$ cat src/inc/sew_pkg.sv
package sew_pkg;

  // core clock and clock-low limit
  localparam int unsigned CLK_PERIOD_NS       = 100;
  localparam int unsigned NS_PER_MS           = 1000000;
  localparam int unsigned CLOCK_LOW_LIMIT_MS  = 30;
  // longest time: rounds down to whole cycles
  localparam int unsigned CLOCK_LOW_LIMIT_CYC = CLOCK_LOW_LIMIT_MS * NS_PER_MS / CLK_PERIOD_NS;
  localparam int unsigned LOW_CNT_W           = 20;

  // select code type field values
  localparam logic [3:0] TYPE_MEM = 4'hA;
  localparam logic [3:0] TYPE_CMD = 4'h6;

  // command codes in select bits 3..1
  localparam logic [2:0] CODE_BLK0  = 3'h1;
  localparam logic [2:0] CODE_BLK1  = 3'h4;
  localparam logic [2:0] CODE_BLK2  = 3'h5;
  localparam logic [2:0] CODE_BLK3  = 3'h0;
  localparam logic [2:0] CODE_CLR   = 3'h3;
  localparam logic [2:0] CODE_HALF0 = 3'h6;
  localparam logic [2:0] CODE_HALF1 = 3'h7;

  // array shape
  localparam int unsigned PAGE_BYTES = 16;
  localparam int unsigned LO_W       = 4;
  localparam int unsigned HI_W       = 4;
  localparam int unsigned NUM_BLOCKS = 4;
  localparam int unsigned ADDR_W     = 9;
  localparam logic [4:0]  PAGE_FULL  = 5'h10;

  // bit counting on the serial link
  localparam logic [3:0] BITS_PER_BYTE = 4'h8;

  // reset values
  localparam logic       HALF_RESET = 1'b0;
  localparam logic [3:0] PROT_RESET = 4'h0;

  // link frame states and pending operations
  typedef enum logic [2:0] {ST_IDLE, ST_SEL, ST_ADDR, ST_DATA, ST_SKIP} sew_bus_e;
  typedef enum logic [2:0] {OP_NONE, OP_MEM, OP_SET, OP_CLR, OP_HALF} sew_op_e;

endpackage

$ cat src/logic/sew_page_buf.sv
module sew_page_buf #(
  parameter int unsigned DEPTH = 16,
  parameter int unsigned WIDTH = 8,
  parameter int unsigned AW    = 4
) (
  // clock
  input  wire logic             core_clk,
  // write side
  input  wire logic             wr_en,
  input  wire logic [AW-1:0]    wr_addr,
  input  wire logic [WIDTH-1:0] wr_data,
  // read side, data registered
  input  wire logic [AW-1:0]    rd_addr,
  output logic      [WIDTH-1:0] rd_data_q
);

  logic [WIDTH-1:0] mem_q [DEPTH];

  // storage array, no reset needed: only written slots are ever read
  always_ff @(posedge core_clk) begin
    if (wr_en) begin
      mem_q[wr_addr] <= wr_data;
    end
  end

  // registered read port
  always_ff @(posedge core_clk) begin
    rd_data_q <= mem_q[rd_addr];
  end

endmodule

$ cat src/logic/sew_write_protect.sv
// Functional notes
// - clock held low to limit resets interface
// - shorter clock-low never resets the transfer
// - byte write acked, write starts at stop
// - protected word: data not acked, no write
// - during write cycle memory section silent
// - page write accepts up to sixteen bytes
// - stop writes received count from start address
// - only low address nibble increments per byte
// - over sixteen bytes wraps, last sixteen kept
// - blocks map by half and address bit seven
// - set command protects one block independently
// - clear command unprotects all four blocks
// - commands use byte-write frame, contents ignored
// - block status query acks when unprotected
// - half select commands set one-bit register
// - reset selects lower array half
// - half query acks when register is zero
// - set on protected block gets no ack
// - valid set or clear acked then performed
// - type field 1010 memory, 0110 commands
// - commands ignore select inputs
// - write cycle blocks both select types
module sew_write_protect
  import sew_pkg::*;
#(
  parameter int unsigned LOW_LIMIT_CYC = sew_pkg::CLOCK_LOW_LIMIT_CYC
) (
  // clock and reset
  input  wire logic                      core_clk,
  input  wire logic                      srst,
  // two-wire link pins
  input  wire logic                      scl_in,
  input  wire logic                      sda_in,
  output logic                           sda_out,
  output logic                           sda_oe,
  // select inputs and unlock level
  input  wire logic                      select_input_zero,
  input  wire logic                      select_input_one,
  input  wire logic                      select_input_two,
  input  wire logic                      elevated_unlock_voltage,
  // nonvolatile write stream
  output logic                           nvm_wr_valid,
  input  wire logic                      nvm_wr_ready,
  output logic [sew_pkg::ADDR_W-1:0]     nvm_wr_addr,
  output logic [7:0]                     nvm_wr_data,
  input  wire logic                      nvm_busy,
  // status
  output logic [sew_pkg::NUM_BLOCKS-1:0] block_protect,
  output logic                           array_half,
  output logic                           write_busy,
  output logic                           bus_timeout
);

  localparam logic [LOW_CNT_W-1:0] LOW_LIM = LOW_CNT_W'(LOW_LIMIT_CYC - 1);

  // synchronisers: stage 1 feeds stage 2 only
  logic [5:0] sync1_q;
  logic [5:0] sync2_q;
  logic       scl_d1_q;
  logic       sda_d1_q;
  logic       scl_s;
  logic       sda_s;
  logic [2:0] sel_pins;
  logic       unlock_s;

  always_ff @(posedge core_clk) begin
    if (srst) begin
      sync1_q  <= 6'h3F;
      sync2_q  <= 6'h3F;
      scl_d1_q <= 1'b1;
      sda_d1_q <= 1'b1;
    end else begin
      sync1_q  <= {elevated_unlock_voltage, select_input_two, select_input_one,
                   select_input_zero, sda_in, scl_in};
      sync2_q  <= sync1_q;
      scl_d1_q <= sync2_q[0];
      sda_d1_q <= sync2_q[1];
    end
  end

  assign scl_s    = sync2_q[0];
  assign sda_s    = sync2_q[1];
  assign sel_pins = sync2_q[4:2];
  assign unlock_s = sync2_q[5];

  // link events seen on the core clock
  logic rise_ev;
  logic fall_ev;
  logic start_ev;
  logic stop_ev;

  assign rise_ev  = scl_s & ~scl_d1_q;
  assign fall_ev  = ~scl_s & scl_d1_q;
  assign start_ev = scl_s & scl_d1_q & sda_d1_q & ~sda_s;
  assign stop_ev  = scl_s & scl_d1_q & ~sda_d1_q & sda_s;

  // clock-low timeout counter
  logic [LOW_CNT_W-1:0] low_cnt_q;
  logic                 tmo_ev;
  logic                 bus_timeout_q;

  always_ff @(posedge core_clk) begin
    if (srst || scl_s) begin
      low_cnt_q <= '0;
    end else if (low_cnt_q != LOW_LIM) begin
      low_cnt_q <= low_cnt_q + 1'b1;
    end
  end

  // fires only at the full count
  assign tmo_ev = ~scl_s & (low_cnt_q == LOW_LIM) & (low_cnt_q != '0 || LOW_LIM == '0);

  always_ff @(posedge core_clk) begin
    if (srst) begin
      bus_timeout_q <= 1'b0;
    end else begin
      bus_timeout_q <= tmo_ev & ~(low_cnt_q == LOW_LIM & ~scl_d1_q & bus_timeout_q);
    end
  end

  // bus state, frame context and protection state
  sew_bus_e          state_q;
  sew_op_e           op_q;
  logic [3:0]        bit_cnt_q;
  logic              ack_phase_q;
  logic [7:0]        shift_q;
  logic              sda_oe_q;
  logic              armed_q;
  logic [1:0]        blk_sel_q;
  logic              half_arg_q;
  logic [HI_W-1:0]   addr_hi_q;
  logic [LO_W-1:0]   base_lo_q;
  logic [LO_W-1:0]   ptr_lo_q;
  logic [4:0]        count_q;
  logic [NUM_BLOCKS-1:0] prot_q;
  logic              half_q;
  logic              busy;
  logic              byte_done;
  logic              prot_hit;
  logic [1:0]        code_blk;
  logic              code_is_blk;

  assign byte_done = fall_ev & ~ack_phase_q & (bit_cnt_q == BITS_PER_BYTE);

  // block index from half and bit 7
  assign prot_hit = prot_q[{half_q, addr_hi_q[HI_W-1]}];

  // block number carried by a command code
  always_comb begin
    code_is_blk = 1'b1;
    unique case (shift_q[3:1])
      CODE_BLK0: code_blk = 2'h0;
      CODE_BLK1: code_blk = 2'h1;
      CODE_BLK2: code_blk = 2'h2;
      CODE_BLK3: code_blk = 2'h3;
      default: begin
        code_blk    = 2'h0;
        code_is_blk = 1'b0;
      end
    endcase
  end

  // link framing, ack decisions and address capture
  always_ff @(posedge core_clk) begin
    if (srst || tmo_ev) begin
      state_q     <= ST_IDLE;
      op_q        <= OP_NONE;
      bit_cnt_q   <= '0;
      ack_phase_q <= 1'b0;
      shift_q     <= '0;
      sda_oe_q    <= 1'b0;
      armed_q     <= 1'b0;
      blk_sel_q   <= '0;
      half_arg_q  <= 1'b0;
      addr_hi_q   <= '0;
      base_lo_q   <= '0;
      ptr_lo_q    <= '0;
      count_q     <= '0;
    end else if (start_ev) begin
      // a repeated start discards an unfinished write
      state_q     <= ST_SEL;
      op_q        <= OP_NONE;
      bit_cnt_q   <= '0;
      ack_phase_q <= 1'b0;
      sda_oe_q    <= 1'b0;
      armed_q     <= 1'b0;
    end else if (stop_ev) begin
      state_q     <= ST_IDLE;
      sda_oe_q    <= 1'b0;
      armed_q     <= 1'b0;
      ack_phase_q <= 1'b0;
    end else if (state_q != ST_IDLE) begin
      if (rise_ev && !ack_phase_q && bit_cnt_q != BITS_PER_BYTE) begin
        shift_q   <= {shift_q[6:0], sda_s};
        bit_cnt_q <= bit_cnt_q + 1'b1;
      end
      if (fall_ev && ack_phase_q) begin
        // release after the ack clock
        ack_phase_q <= 1'b0;
        sda_oe_q    <= 1'b0;
        if (!sda_oe_q) begin
          state_q <= ST_SKIP;
        end
      end
      if (byte_done) begin
        bit_cnt_q   <= '0;
        ack_phase_q <= 1'b1;
        sda_oe_q    <= 1'b0;
        unique case (state_q)
          ST_SEL: begin
            if (shift_q[7:4] == TYPE_MEM && shift_q[3:1] == sel_pins) begin
              sda_oe_q <= ~busy;
              op_q     <= OP_MEM;
              state_q  <= shift_q[0] ? ST_SKIP : ST_ADDR;
            end else if (shift_q[7:4] == TYPE_CMD && !busy) begin
              blk_sel_q  <= code_blk;
              half_arg_q <= shift_q[1];
              state_q    <= shift_q[0] ? ST_SKIP : ST_ADDR;
              if (shift_q[0]) begin
                if (code_is_blk) begin
                  sda_oe_q <= ~prot_q[code_blk];
                end else if (shift_q[3:1] == CODE_HALF0) begin
                  sda_oe_q <= ~half_q;
                end
              end else if (code_is_blk) begin
                sda_oe_q <= unlock_s & ~prot_q[code_blk];
                op_q     <= OP_SET;
              end else if (shift_q[3:1] == CODE_CLR) begin
                sda_oe_q <= unlock_s;
                op_q     <= OP_CLR;
              end else if (shift_q[3:2] == CODE_HALF0[2:1]) begin
                sda_oe_q <= 1'b1;
                op_q     <= OP_HALF;
              end
            end else begin
              state_q <= ST_SKIP;
            end
          end
          ST_ADDR: begin
            sda_oe_q <= 1'b1;
            state_q  <= ST_DATA;
            if (op_q == OP_MEM) begin
              addr_hi_q <= shift_q[7:LO_W];
              base_lo_q <= shift_q[LO_W-1:0];
              ptr_lo_q  <= shift_q[LO_W-1:0];
              count_q   <= '0;
            end
          end
          ST_DATA: begin
            if (op_q == OP_MEM) begin
              sda_oe_q <= ~prot_hit;
              armed_q  <= ~prot_hit;
              if (!prot_hit) begin
                ptr_lo_q <= ptr_lo_q + 1'b1;
                if (count_q != PAGE_FULL) begin
                  count_q <= count_q + 1'b1;
                end
              end
            end else begin
              sda_oe_q <= 1'b1;
              armed_q  <= 1'b1;
              state_q  <= ST_SKIP;
            end
          end
          ST_SKIP: begin
            sda_oe_q <= 1'b0;
          end
          default: begin
            state_q <= ST_IDLE;
          end
        endcase
      end
    end
  end

  // page buffer write on each accepted data byte
  logic       buf_we;
  logic [7:0] buf_rdata;
  logic [LO_W-1:0] rd_lo_q;

  // every accepted byte of a page lands here
  assign buf_we = byte_done & (state_q == ST_DATA) & (op_q == OP_MEM) & ~prot_hit;

  sew_page_buf #(
    .DEPTH (PAGE_BYTES),
    .WIDTH (8),
    .AW    (LO_W)
  ) u_page_buf (
    .core_clk  (core_clk),
    .wr_en     (buf_we),
    .wr_addr   (ptr_lo_q),
    .wr_data   (shift_q),
    .rd_addr   (rd_lo_q),
    .rd_data_q (buf_rdata)
  );

  logic commit;

  // act only at stop after a data byte
  assign commit = stop_ev & armed_q;

  // protection flags and array half register
  always_ff @(posedge core_clk) begin
    if (srst) begin
      half_q <= HALF_RESET;
      prot_q <= PROT_RESET;
    end else if (commit) begin
      unique case (op_q)
        OP_SET: prot_q[blk_sel_q] <= 1'b1;
        OP_CLR: prot_q <= PROT_RESET;
        OP_HALF: half_q <= half_arg_q;
        default: prot_q <= prot_q;
      endcase
    end
  end

  // write stream: walks the page buffer into the output buffer
  logic            run_q;
  logic            pend_q;
  logic [4:0]      left_q;
  logic            wr_half_q;
  logic [HI_W-1:0] wr_hi_q;
  logic [LO_W-1:0] pend_lo_q;
  logic [1:0]      fcnt_q;
  logic            issue;
  logic            push;
  logic            pop;

  // registered read takes a cycle, so only one read is in flight
  assign issue = run_q & ~pend_q & (fcnt_q != 2'h2);
  assign push  = pend_q;
  assign pop   = nvm_wr_valid & nvm_wr_ready;

  always_ff @(posedge core_clk) begin
    if (srst) begin
      run_q     <= 1'b0;
      pend_q    <= 1'b0;
      left_q    <= '0;
      rd_lo_q   <= '0;
      pend_lo_q <= '0;
      wr_half_q <= HALF_RESET;
      wr_hi_q   <= '0;
    end else if (commit && op_q == OP_MEM) begin
      // start and length from bytes received
      run_q     <= 1'b1;
      wr_half_q <= half_q;
      wr_hi_q   <= addr_hi_q;
      left_q    <= count_q;
      // past sixteen bytes the oldest kept sits at the pointer
      rd_lo_q   <= (count_q == PAGE_FULL) ? ptr_lo_q : base_lo_q;
    end else begin
      pend_q <= issue;
      if (issue) begin
        pend_lo_q <= rd_lo_q;
        rd_lo_q   <= rd_lo_q + 1'b1;
        left_q    <= left_q - 1'b1;
        run_q     <= (left_q != 5'h1);
      end
    end
  end

  // two-entry output buffer: head drives the ports
  logic [ADDR_W-1:0] e1_addr_q;
  logic [7:0]        e1_data_q;
  logic [ADDR_W-1:0] in_addr;

  assign in_addr = {wr_half_q, wr_hi_q, pend_lo_q};

  always_ff @(posedge core_clk) begin
    if (srst) begin
      fcnt_q       <= '0;
      nvm_wr_valid <= 1'b0;
      nvm_wr_addr  <= '0;
      nvm_wr_data  <= '0;
      e1_addr_q    <= '0;
      e1_data_q    <= '0;
    end else begin
      if (push && (fcnt_q == 2'h0 || (pop && fcnt_q == 2'h1))) begin
        nvm_wr_addr <= in_addr;
        nvm_wr_data <= buf_rdata;
      end else if (pop && fcnt_q == 2'h2) begin
        nvm_wr_addr <= e1_addr_q;
        nvm_wr_data <= e1_data_q;
      end
      if (push && (fcnt_q == 2'h2 || (fcnt_q == 2'h1 && !pop))) begin
        e1_addr_q <= in_addr;
        e1_data_q <= buf_rdata;
      end
      fcnt_q       <= fcnt_q + 2'(push) - 2'(pop);
      nvm_wr_valid <= (fcnt_q + 2'(push) - 2'(pop)) != 2'h0;
    end
  end

  // busy covers stream, buffer and the array's own cycle
  assign busy = run_q | pend_q | (fcnt_q != 2'h0) | nvm_busy;

  // status outputs from flops
  always_ff @(posedge core_clk) begin
    if (srst) begin
      sda_out       <= 1'b0;
      sda_oe        <= 1'b0;
      block_protect <= PROT_RESET;
      array_half    <= HALF_RESET;
      write_busy    <= 1'b0;
      bus_timeout   <= 1'b0;
    end else begin
      sda_out       <= 1'b0;
      sda_oe        <= sda_oe_q;
      block_protect <= prot_q;
      array_half    <= half_q;
      write_busy    <= busy;
      bus_timeout   <= bus_timeout_q;
    end
  end

endmodule
$ cat config.mk
export PLATFORM = sky130hd
export DESIGN_NAME = sew_write_protect
export DESIGN_NICKNAME = d
export VERILOG_FILES = /design/src/inc/sew_pkg.sv /design/src/logic/sew_page_buf.sv /design/src/logic/sew_write_protect.sv
export SDC_FILE = /design/constraint.sdc
export NUM_CORES = 1
export LEC_CHECK = 0
export BUFFER_PORTS_ARGS = -buffer_cell sky130_fd_sc_hd__buf_2
export CAP_MARGIN = 10
export CORE_MARGIN = 1
export CORE_UTILIZATION = 64
export CTS_BUF_LIST = sky130_fd_sc_hd__clkbuf_8
export CTS_CLUSTER_SIZE = 8
export DETAILED_ROUTE_END_ITERATION = 10
export PLACE_DENSITY_LB_ADDON = 0.25
export SLEW_MARGIN = 20
export SYNTH_ARGS = -nofsm -noshare
export SYNTH_HDL_FRONTEND = slang
export SYNTH_SLANG_ARGS = --single-unit
$ cat constraint.sdc
create_clock -name core_clk -period 3.2 [get_ports core_clk]
set_input_delay 0.16 -clock core_clk [delete_from_list [all_inputs] [get_ports core_clk]]
set_output_delay 0.16 -clock core_clk [all_outputs]
set_load 0.01 [all_outputs]
==> qor.yml, run 1 <==
cts:
  insertion_delay_ns: 0.57
  root_buffer: "clkbuf_8"
  ctsResizeCount: 0
  htreeDepth: 2
  cts_tree: "done"
  numCtsBuffers: 46
  cts.sinks: 282
  clk_pin_slew_ns: 0.07
  cts_buffer_depth: 3
min_path:
  whs_path_depth: 5
  min_path_type: "in2reg"
worst_setup_path:
  max_stage_delay_ns: 0.63
  arrival_ns: 2.96
  crit_fanout: 9
  critPathSlowestCell: "mux4_2"
  worstRegToRegCells: 4
  path_cells: "mux4_2, nor4_2, nand2_1, nor2_1"
  cp-start-kind: "flip-flop"
  path_class: "reg2reg"
  ff2ff_setup_slack_ns: 0.40
  crit_required_ns: 3.36
  end_kind: "flip-flop"
detailed_routing:
  wirelength_um: 24060
  routed_via_density: 6.010
  drc: 0
  wire_per_inst_um: 19.17
  drt_first_pass_iters: 5
  drt_iter0_drc: 665
  dr_total_vias: 7543
  ant_nets: 0
logic_synthesis:
  synth-edff-count: 128
  yosys.area.top_type: "edfxtp_1"
  yosysWarningCount: 0
  synth-compound-area-share_pct: 7.137
  synth_top_family_by_area: "simple AND/OR/NAND/NOR gates"
  synthAdderAreaFrac_pct: 1.620
  ys_seq_area_share_pct: 59.77
  synth_nets: 965
  synth-xor-area-share_pct: 2.570
  synth_top_area_share_pct: 33.17
  synthTopCellsByArea: "edfxtp_1, dfxtp_1, mux4_2"
  synthMuxAreaShare_pct: 12.21
  netlist_area_mm2: 0.01159
  synth_ff_type: "dfxtp_1"
  synth_area_per_cell_um2: 12.33
  async_flop_share_pct: 0
  synthSimpleGateAreaFrac_pct: 13.83
  synth_cells: 940
  ys_types: 64
  yosys_register_bits: 282
floorplanning:
  start_util_pct: 66.31
  die_width_um: 136.6
  fp.dieH_um: 136.6
  fp.dieArea_mm2: 0.01865
  design.portCount: 37
  design.core.area_mm2: 0.01748
  fp-row-count: 48
run:
  cap_viol_max_count: 0
global_route:
  grt_pass1_vias: 6974
  grt.overflow.total: 0
  grt_max_degree: 65
  grt_use_total_pct: 26.93
  antenna_found_initial: 0
  grt_pass1_wl_um: 37540
pwr:
  power.static_leakage_nw: 4.796
  power_density_mw_per_mm2: 528.2
  ir_worst_vdd_v: 0.0004109
final_layout:
  nets: 1023
  post_route_cells_drive_above_1_share_pct: 19.32
  diodes: 0
  area_growth_syn_to_layout_pct: 11.55
timing:
  setup_viol: 0
  tightestPinTransition_ns: 0.9679
  hold_slack_ns: 0.2149
  hold_viol: 0
  rsz0062_at_grt: "no"
  fmax_mhz: 357.3
  period_share_pct: 87.46
  timing.final.crit_period_ns: 2.799
  slew_headroom_pct: 35.32
  drv_slew: 0
  skew_ns: 0.03789
  setup_tns_ns: 0
placement:
  place_hpwl_um: 15770
  port_buffers: 35
  place_congestion: 0.8780
outcome:
  status: "complete, no violations"
## registers in the layout, summed over array words and instances (netlist names), 5 cells and up
register and cells:
count_q 5, e1_addr_q 9, e1_data_q 8, left_q 5, low_cnt_q 20, nvm_wr_addr 9
nvm_wr_data 8, shift_q 8, sync1_q 6, sync2_q 6, u_page_buf.mem_q 128, u_page_buf.rd_data_q 8
## placed cells by master (no fill, tap or decap), types with 7 or more instances in the layout
master / n
buf_2: 35
nand2b_1: 9
nor3_1: 14
or2_2: 19
xnor2_1: 17
clkbuf_8: 51
edfxtp_1: 128
mux4_2: 41
ha_1: 15
inv_1: 42
xor2_1: 17
nor2_1: 111
dlygate4sd3_1: 7
dfxtp_1: 153
nor2b_1: 14
nand3_1: 17
nand2_1: 66
and3_1: 8
a211oi_1: 20
mux2i_1: 48
a21oi_1: 45
nor4_1: 10
buf_4: 24
o21ai_0: 20
## kinds of logic after synthesis
group	Yosys count
adders and majority gates	15
AOI/OAI and AO/OA	125
muxes	90
buffers and inverters	77
DFF	282
xor gates and xnor gates	34
other	1
and+or+nand+nor	316
## final timing paths
check                                  start                      to
worst min register to register    sync1_q[2]              sync2_q[2]
worst min-delay path                nvm_busy                 op_q[1]
worst max-delay path            addr_hi_q[3]  u_page_buf.mem_q[7][2]
worst max register to register  addr_hi_q[3]  u_page_buf.mem_q[7][2]
## stage by stage
step | setup WS (ns) | util [%] | cell area [µm²] | total power, mW | std cells
finish | 0.4012 | 73.97 | 12930 | 6.828 | 1255
CTS | 0.3871 | 73.97 | 12930 | 6.889 | 1255
global placement | 0.5723 | 68.63 | 11990 | 3.976 | 1168
detailed placement | 0.4227 | 68.63 | 11990 | 3.979 | 1168
floorplan | 0.7461 | - | 11590 | 3.938 | 940
global route | 0.2865 | 73.97 | 12930 | 7.056 | 1255
## worst max-delay path: cells and delay by family, from the launching register on
kind / cells / cell delay (ns)
simple gates: 3 / 1.40
mux: 1 / 0.63
flops: 1 / 0.37
## final cells by class
type / instances / area [µm²]
inverter: 21 / 78.83
tap: 225 / 281.5
clock inverter: 29 / 161.4
fill: 1150 / 4549
clock buffer: 51 / 701.9
timing repair buffer: 66 / 425.4
multi-input combinational: 581 / 4350
sequential: 282 / 6928
## cells in the mapped netlist, types with 3 or more instances
cell type,count
nor2_1,111
buf_6,3
nand4_1,6
nand2b_1,9
nor3b_1,6
a211oi_1,20
xnor2_1,17
a21oi_1,45
mux2i_1,48
xor2_1,17
a211oi_2,6
o22ai_1,4
buf_2,10
and3_1,8
edfxtp_1,128
nand2_1,66
a41oi_1,3
a31oi_1,3
ha_1,15
mux4_2,41
or4_1,3
inv_1,21
nor4_2,4
nor4_1,10
and2_1,4
or2_2,19
nand3_1,17
or3_1,4
buf_1,3
o21ai_0,21
nor2b_1,14
nor4bb_1,3
clkbuf_1,39
dfxtp_1,154
a311oi_1,6
nand4bb_1,4
nor3_1,14
## per-layer routing
metal	track usage, %	vias up	wire length (µm)
met1	38.18	3641	10690
li1	-	3552	-
met3	6.370	55	1805
met5	0	-	0
met4	8.457	0	560
met2	41.31	295	11000
## power breakdown
part | internal, mW | switching [mW] | leakage [nW]
Clock | 1.55 | 1.37 | 0.526
Sequential | 3.76 | 0.0161 | 2.50
Combinational | 0.0522 | 0.0832 | 1.77
Total | 5.36 | 1.47 | 4.80
## what timing repair did
| action | CTS | global route |
|---|---|---|
| setup buffers | 0 | 0 |
| hold endpoints to repair | 7 | 0 |
| hold buffers | 7 | 0 |
(Power assumes the default switching activity.)
==> inputs of run 2 (changes only) <==
==> constraint.sdc (replaced) <==
create_clock -name core_clk -period 2.7 [get_ports core_clk]
set_input_delay 0.54 -clock core_clk [delete_from_list [all_inputs] [get_ports core_clk]]
set_output_delay 0.54 -clock core_clk [all_outputs]
set_load 0.01 [all_outputs]
==> run 2 against run 1 <==
Effect of this change:
- largest power group unchanged
- hold slack lost 0.042 ns
- sequential cell count unchanged
- critical path depth rose by 1
- clock-buffer cell count grew 1
- cell count grew 0.80%
- clock skew fell by 0.017 ns
- total power rose by 15%
- global-route usage fell by 0.34 points
==> qor.yml, run 2 (same netlist as run 1, synthesis figures left out) <==
cts:
  clk_pin_slew_ns: 0.06
  numCtsBuffers: 44
  cts_buffer_depth: 3
  ctsResizeCount: 0
  postCtsHoldBufs: 0
  cts_tree: "done"
  htreeDepth: 2
  insertion_delay_ns: 0.55
  post_cts_buffers: 0
  cts.sinks: 282
  root_buffer: "clkbuf_8"
worst_setup_path:
  reg2reg_to: "u_page_buf.mem_q[0][5]"
  crit_family: "simple AND/OR/NAND/NOR gates"
  path_cells: "mux4_2, nor4_2, nand2_1, nor3_1, buf_4"
  crit_fanout: 9
  path_class: "reg2reg"
  max_stage_delay_ns: 0.64
  end_kind: "flip-flop"
  ff2ff_setup_slack_ns: 0.26
  critPathSlowestCell: "mux4_2"
  crit_required_ns: 2.96
  arrival_ns: 2.70
  cp-start-kind: "flip-flop"
  path_buf_inv: 1
  rr_startpoint: "addr_hi_q[3]"
  worstRegToRegCells: 5
floorplanning:
  start_util_pct: 66.31
  design.portCount: 37
  fp.dieH_um: 136.6
  design.core.area_mm2: 0.01748
  die_width_um: 136.6
  fp-row-count: 48
  fp.dieArea_mm2: 0.01865
min_path:
  holdPathEnd: "sync1_q[1]"
  min_path_type: "in2reg"
  hp-start: "sda_in"
  whs_path_depth: 2
timing:
  setup_tns_ns: 0
  drv_slew: 0
  worst_slack_ns: 0.2619
  setup_viol: 0
  timing.final.crit_period_ns: 2.438
  fmax_mhz: 410.1
  rsz0062_at_grt: "no"
  hold_viol: 0
  tightestPinTransition_ns: 0.7102
  period_share_pct: 90.30
  skew_ns: 0.02129
  hold_slack_ns: 0.1725
  slew_headroom_pct: 52.21
final_layout:
  nets: 1033
  area_growth_syn_to_layout_pct: 11.93
  fin_cells: 1265
  finish.utilization_pct: 74.22
  top_regs: "u_page_buf.mem_q x128, low_cnt_q x20"
  top_register: "u_page_buf.mem_q"
  fillers: 1120
  post_route_cells_drive_above_1_share_pct: 20.58
  layout_common_cells: "dfxtp_1, edfxtp_1, nor2_1"
  final_common_cell: "dfxtp_1"
  largest_register_ffs: 128
  stdcell_area_mm2: 0.01297
  diodes: 0
pwr:
  p_int_mw: 6.248
  power.static_leakage_nw: 4.844
  power_mw: 7.886
  clkPwrFrac_pct: 41.3
  power_switching_share_pct: 20.77
  power_density_mw_per_mm2: 607.9
  p_comb_share_pct: 2.0
  ir_worst_vdd_v: 0.0004455
  seqPwrFrac_pct: 56.7
  switching_power_mw: 1.638
global_route:
  grt_use_total_pct: 26.59
  grt_pass1_wl_um: 37260
  grt_max_degree: 58
  antenna_found_initial: 0
  grt_pass1_vias: 7161
  grt.overflow.total: 0
placement:
  post_dp_cell_area_mm2: 0.01215
  place_hpwl_um: 16110
  pre_cts_slack_ns: 0.2636
  place_inst: 1187
  port_buffers: 35
  place_congestion: 0.8905
detailed_routing:
  routed_via_density: 5.947
  dr_total_vias: 7523
  drc: 0
  drt_first_pass_iters: 5
  wirelength_um: 23630
  ant_nets: 0
  drt_iter0_drc: 598
  wire_per_inst_um: 18.68
outcome:
  status: "complete, no violations"
run:
  cap_viol_max_count: 0
-- run 2: power groups by stage --
stage / registers (mW) / logic [mW] / clock network, mW
final: 4.47 / 0.158 / 3.26
after global routing: 4.47 / 0.178 / 3.50
after CTS: 4.47 / 0.157 / 3.32
after detailed placement: 4.56 / 0.157 / 0
after global placement: 4.56 / 0.156 / 0
after floorplan: 4.56 / 0.109 / 0
-- run 2: layout make-up --
type | instances | area (µm²) | area share, %
inverter | 21 | 78.83 | 0.6077
timing repair buffer | 78 | 510.5 | 3.936
tap | 225 | 281.5 | 2.170
clock inverter | 26 | 106.4 | 0.8199
multi-input combinational | 581 | 4350 | 33.54
sequential | 282 | 6928 | 53.41
clock buffer | 52 | 715.7 | 5.518
-- run 2: metal layers --
layer / global-route usage, % / up-vias / wire length (µm)
li1: - / 3569 / -
met1: 35.57 / 3642 / 10210
met2: 43.29 / 260 / 11390
met3: 4.852 / 52 / 1468
met4: 10.37 / 0 / 567
met5: 0 / - / 0
-- run 2: worst max-delay path by stage --
stage / start / end / cells after the start
2_1_floorplan: addr_hi_q[3] / u_page_buf.mem_q[0][0] / 4
3_3_place_gp: addr_hi_q[3] / u_page_buf.mem_q[0][3] / 5
3_5_place_dp: addr_hi_q[3] / u_page_buf.mem_q[0][0] / 5
4_1_cts: addr_hi_q[3] / u_page_buf.mem_q[0][3] / 5
5_1_grt: addr_hi_q[3] / u_page_buf.mem_q[0][5] / 5
6_report: addr_hi_q[3] / u_page_buf.mem_q[0][5] / 5
-- run 2: worst reg2reg max path, stage by stage (launching register included) --
cell	delay [ns]
dfxtp_1	0.38
mux4_2	0.64
nor4_2	0.44
nand2_1	0.27
nor3_1	0.21
buf_4	0.21
==> inputs of run 3 (changes only) <==
--- a/config.mk
+++ b/config.mk
@@ -13,7 +13,9 @@
 export CTS_CLUSTER_SIZE = 8
 export DETAILED_ROUTE_END_ITERATION = 10
 export PLACE_DENSITY_LB_ADDON = 0.25
+export REMOVE_ABC_BUFFERS = 1
 export SLEW_MARGIN = 20
 export SYNTH_ARGS = -nofsm -noshare
 export SYNTH_HDL_FRONTEND = slang
+export SYNTH_HIERARCHICAL = 1
 export SYNTH_SLANG_ARGS = --single-unit
==> run 3 against run 2 <==
Effect of this change:
- clock skew fell by 0.0066 ns
- clock-buffer cell count grew 1
- first-iteration DRC count is 1.0% lower
- synthesized area about the same
- register-to-register slack worse by 0.12 ns
- non-clock buffer count is 5 higher
- total power up 0.59%
- critical path depth grew 1
- largest power group unchanged
==> qor.yml, run 3 <==
outcome:
  status: "complete, no violations"
final_layout:
  nets: 1035
  diodes: 0
  fillers: 1138
  top_regs: "u_page_buf/mem_q x128, low_cnt_q x20"
  largest_register_ffs: 128
  post_route_cells_drive_above_1_share_pct: 19.12
  layout_common_cells: "dfxtp_1, edfxtp_1, nor2_1"
  area_growth_syn_to_layout_pct: 12.46
  finish.utilization_pct: 74.63
  final_common_cell: "dfxtp_1"
  top_register: "u_page_buf/mem_q"
min_path:
  min_path_type: "in2reg"
pwr:
  power.static_leakage_nw: 4.967
  clkPwrFrac_pct: 41.6
  p_comb_share_pct: 2.0
  switching_power_mw: 1.650
  seqPwrFrac_pct: 56.3
  power_mw: 7.932
  power_density_mw_per_mm2: 608.2
  power_switching_share_pct: 20.81
  p_int_mw: 6.282
  ir_worst_vdd_v: 0.0005369
global_route:
  grt_use_total_pct: 26.24
  antenna_found_initial: 0
  grt.overflow.total: 0
  grt_pass1_wl_um: 37330
  grt_pass1_vias: 7218
  grt_max_degree: 79
worst_setup_path:
  path_class: "reg2reg"
  crit_fanout: 8
  cp-start-kind: "flip-flop"
  crit_required_ns: 2.94
  arrival_ns: 2.79
  end_kind: "flip-flop"
logic_synthesis:
  netlist_area_mm2: 0.01160
  yosysMostFrequentCell: "dfxtp_1"
  synth_cells: 932
  synthTopCellsByArea: "edfxtp_1, dfxtp_1, mux2i_1"
  synth_commonest_cells: "dfxtp_1, edfxtp_1, nor2_1"
  synth-edff-count: 128
  async_flop_share_pct: 0
  yosys.area.top_type: "edfxtp_1"
  synth_ff_type: "dfxtp_1"
  ys_types: 76
  synth_area_per_cell_um2: 12.44
  synth_top_area_share_pct: 33.14
  yosysWarningCount: 6
  ys_seq_area_share_pct: 59.73
  yosys_register_bits: 282
detailed_routing:
  dr_total_vias: 7579
  wirelength_um: 23770
  drc: 0
  wire_per_inst_um: 18.70
  drt_iter0_drc: 592
  ant_nets: 0
  drt_first_pass_iters: 7
  routed_via_density: 5.963
floorplanning:
  start_util_pct: 66.36
  fp.dieH_um: 136.6
  die_width_um: 136.6
  design.portCount: 37
  fp-row-count: 48
  fp.dieArea_mm2: 0.01866
  design.core.area_mm2: 0.01748
run:
  cap_viol_max_count: 0
cts:
  numCtsBuffers: 44
  insertion_delay_ns: 0.54
  cts_buffer_depth: 3
  root_buffer: "clkbuf_8"
  htreeDepth: 2
  cts.sinks: 282
  clk_pin_slew_ns: 0.06
  post_cts_buffers: 0
  cts_tree: "done"
timing:
  slew_headroom_pct: 46.63
  worst_slack_ns: 0.1433
  hold_slack_ns: 0.1817
  period_share_pct: 94.69
  setup_viol: 0
  rsz0062_at_grt: "no"
  skew_ns: 0.01467
  tightestPinTransition_ns: 0.8005
  timing.final.crit_period_ns: 2.557
  setup_tns_ns: 0
  fmax_mhz: 391.1
  hold_viol: 0
  drv_slew: 0
placement:
  place_congestion: 0.8404
  port_buffers: 35
  pre_cts_slack_ns: 0.02643
  place_hpwl_um: 15460
run 3: final timing paths:
| check | start | to | slack [ns] | depth (start not counted) |
|---|---|---|---|---|
| worst max-delay path | addr_hi_q[3] | u_page_buf/mem_q[0][7] | 0.14 | 6 |
| worst min-delay path | scl_in | sync1_q[0] | 0.18 | 2 |
| worst max register to register | addr_hi_q[3] | u_page_buf/mem_q[0][7] | 0.14 | 6 |
| worst min register to register | sync1_q[5] | sync2_q[5] | 0.41 | 1 |
run 3: cell families (layout without fill, tap and decap cells):
kind of cell / Yosys count / count (layout) / synth area share, %
AOI/OAI and AO/OA: 132 / 132 / 7.790
xor gates and xnor gates: 37 / 37 / 2.794
adders and majority gates: 12 / 12 / 1.295
buffers and inverters: 71 / 185 / 2.880
DFF: 282 / 282 / 59.73
muxes: 86 / 86 / 11.54
other: 1 / 1 / 0.03233
and+or+nand+nor: 311 / 311 / 13.94
run 3: area by class of cell:
cell class,count,area (µm²),share of cell area [%]
Sequential cell,282,6929,53.13
Inverter,23,86.33,0.6619
Clock inverter,26,103.9,0.7962
Multi-Input combinational cell,579,4352,33.37
Tap cell,225,281.5,2.158
Clock buffer,53,729.5,5.593
Timing Repair Buffer,83,560.5,4.298
run 3: metal layers:
metal	vias to the layer above	track usage (%)	wire [µm]
li1	3600	-	-
met1	3624	34.67	10050
met2	293	41.96	11380
met3	62	6.296	1660
met4	0	10.31	685
met5	-	0	0
run 3: critical path: stages, from the launching register on:
cell and delay (ns):
dfxtp_2 0.35, mux4_2 0.51, or2_2 0.35, nor2_4 0.17, or3b_2 0.52, nor3_1 0.15
buf_4 0.20
run 3: power groups by stage:
stage               registers (mW)  logic (mW)  clock network (mW)
floorplan                     4.56      0.0883                   0
global placement              4.56       0.158                   0
detailed placement            4.56       0.161                   0
CTS                           4.47       0.161                3.37
global route                  4.47       0.178                3.56
finish                        4.47       0.160                3.30
run 3: repair_timing:
| item | 4_1_cts | 5_1_grt |
|---|---|---|
| hold buffers | 0 | 0 |
| endpoints found under the setup margin | 4 | 8 |
| gates cloned | 0 | 0 |
| endpoints found under the hold margin | 0 | 0 |
| resized for setup | 1 | 2 |
run 3: stage by stage:
step | std cells | instance area (µm²)
5_1_grt | 1271 | 13040
6_report | 1271 | 13040
4_1_cts | 1271 | 13040
3_5_place_dp | 1192 | 12200
3_3_place_gp | 1192 | 12200
2_1_floorplan | 884 | 11350
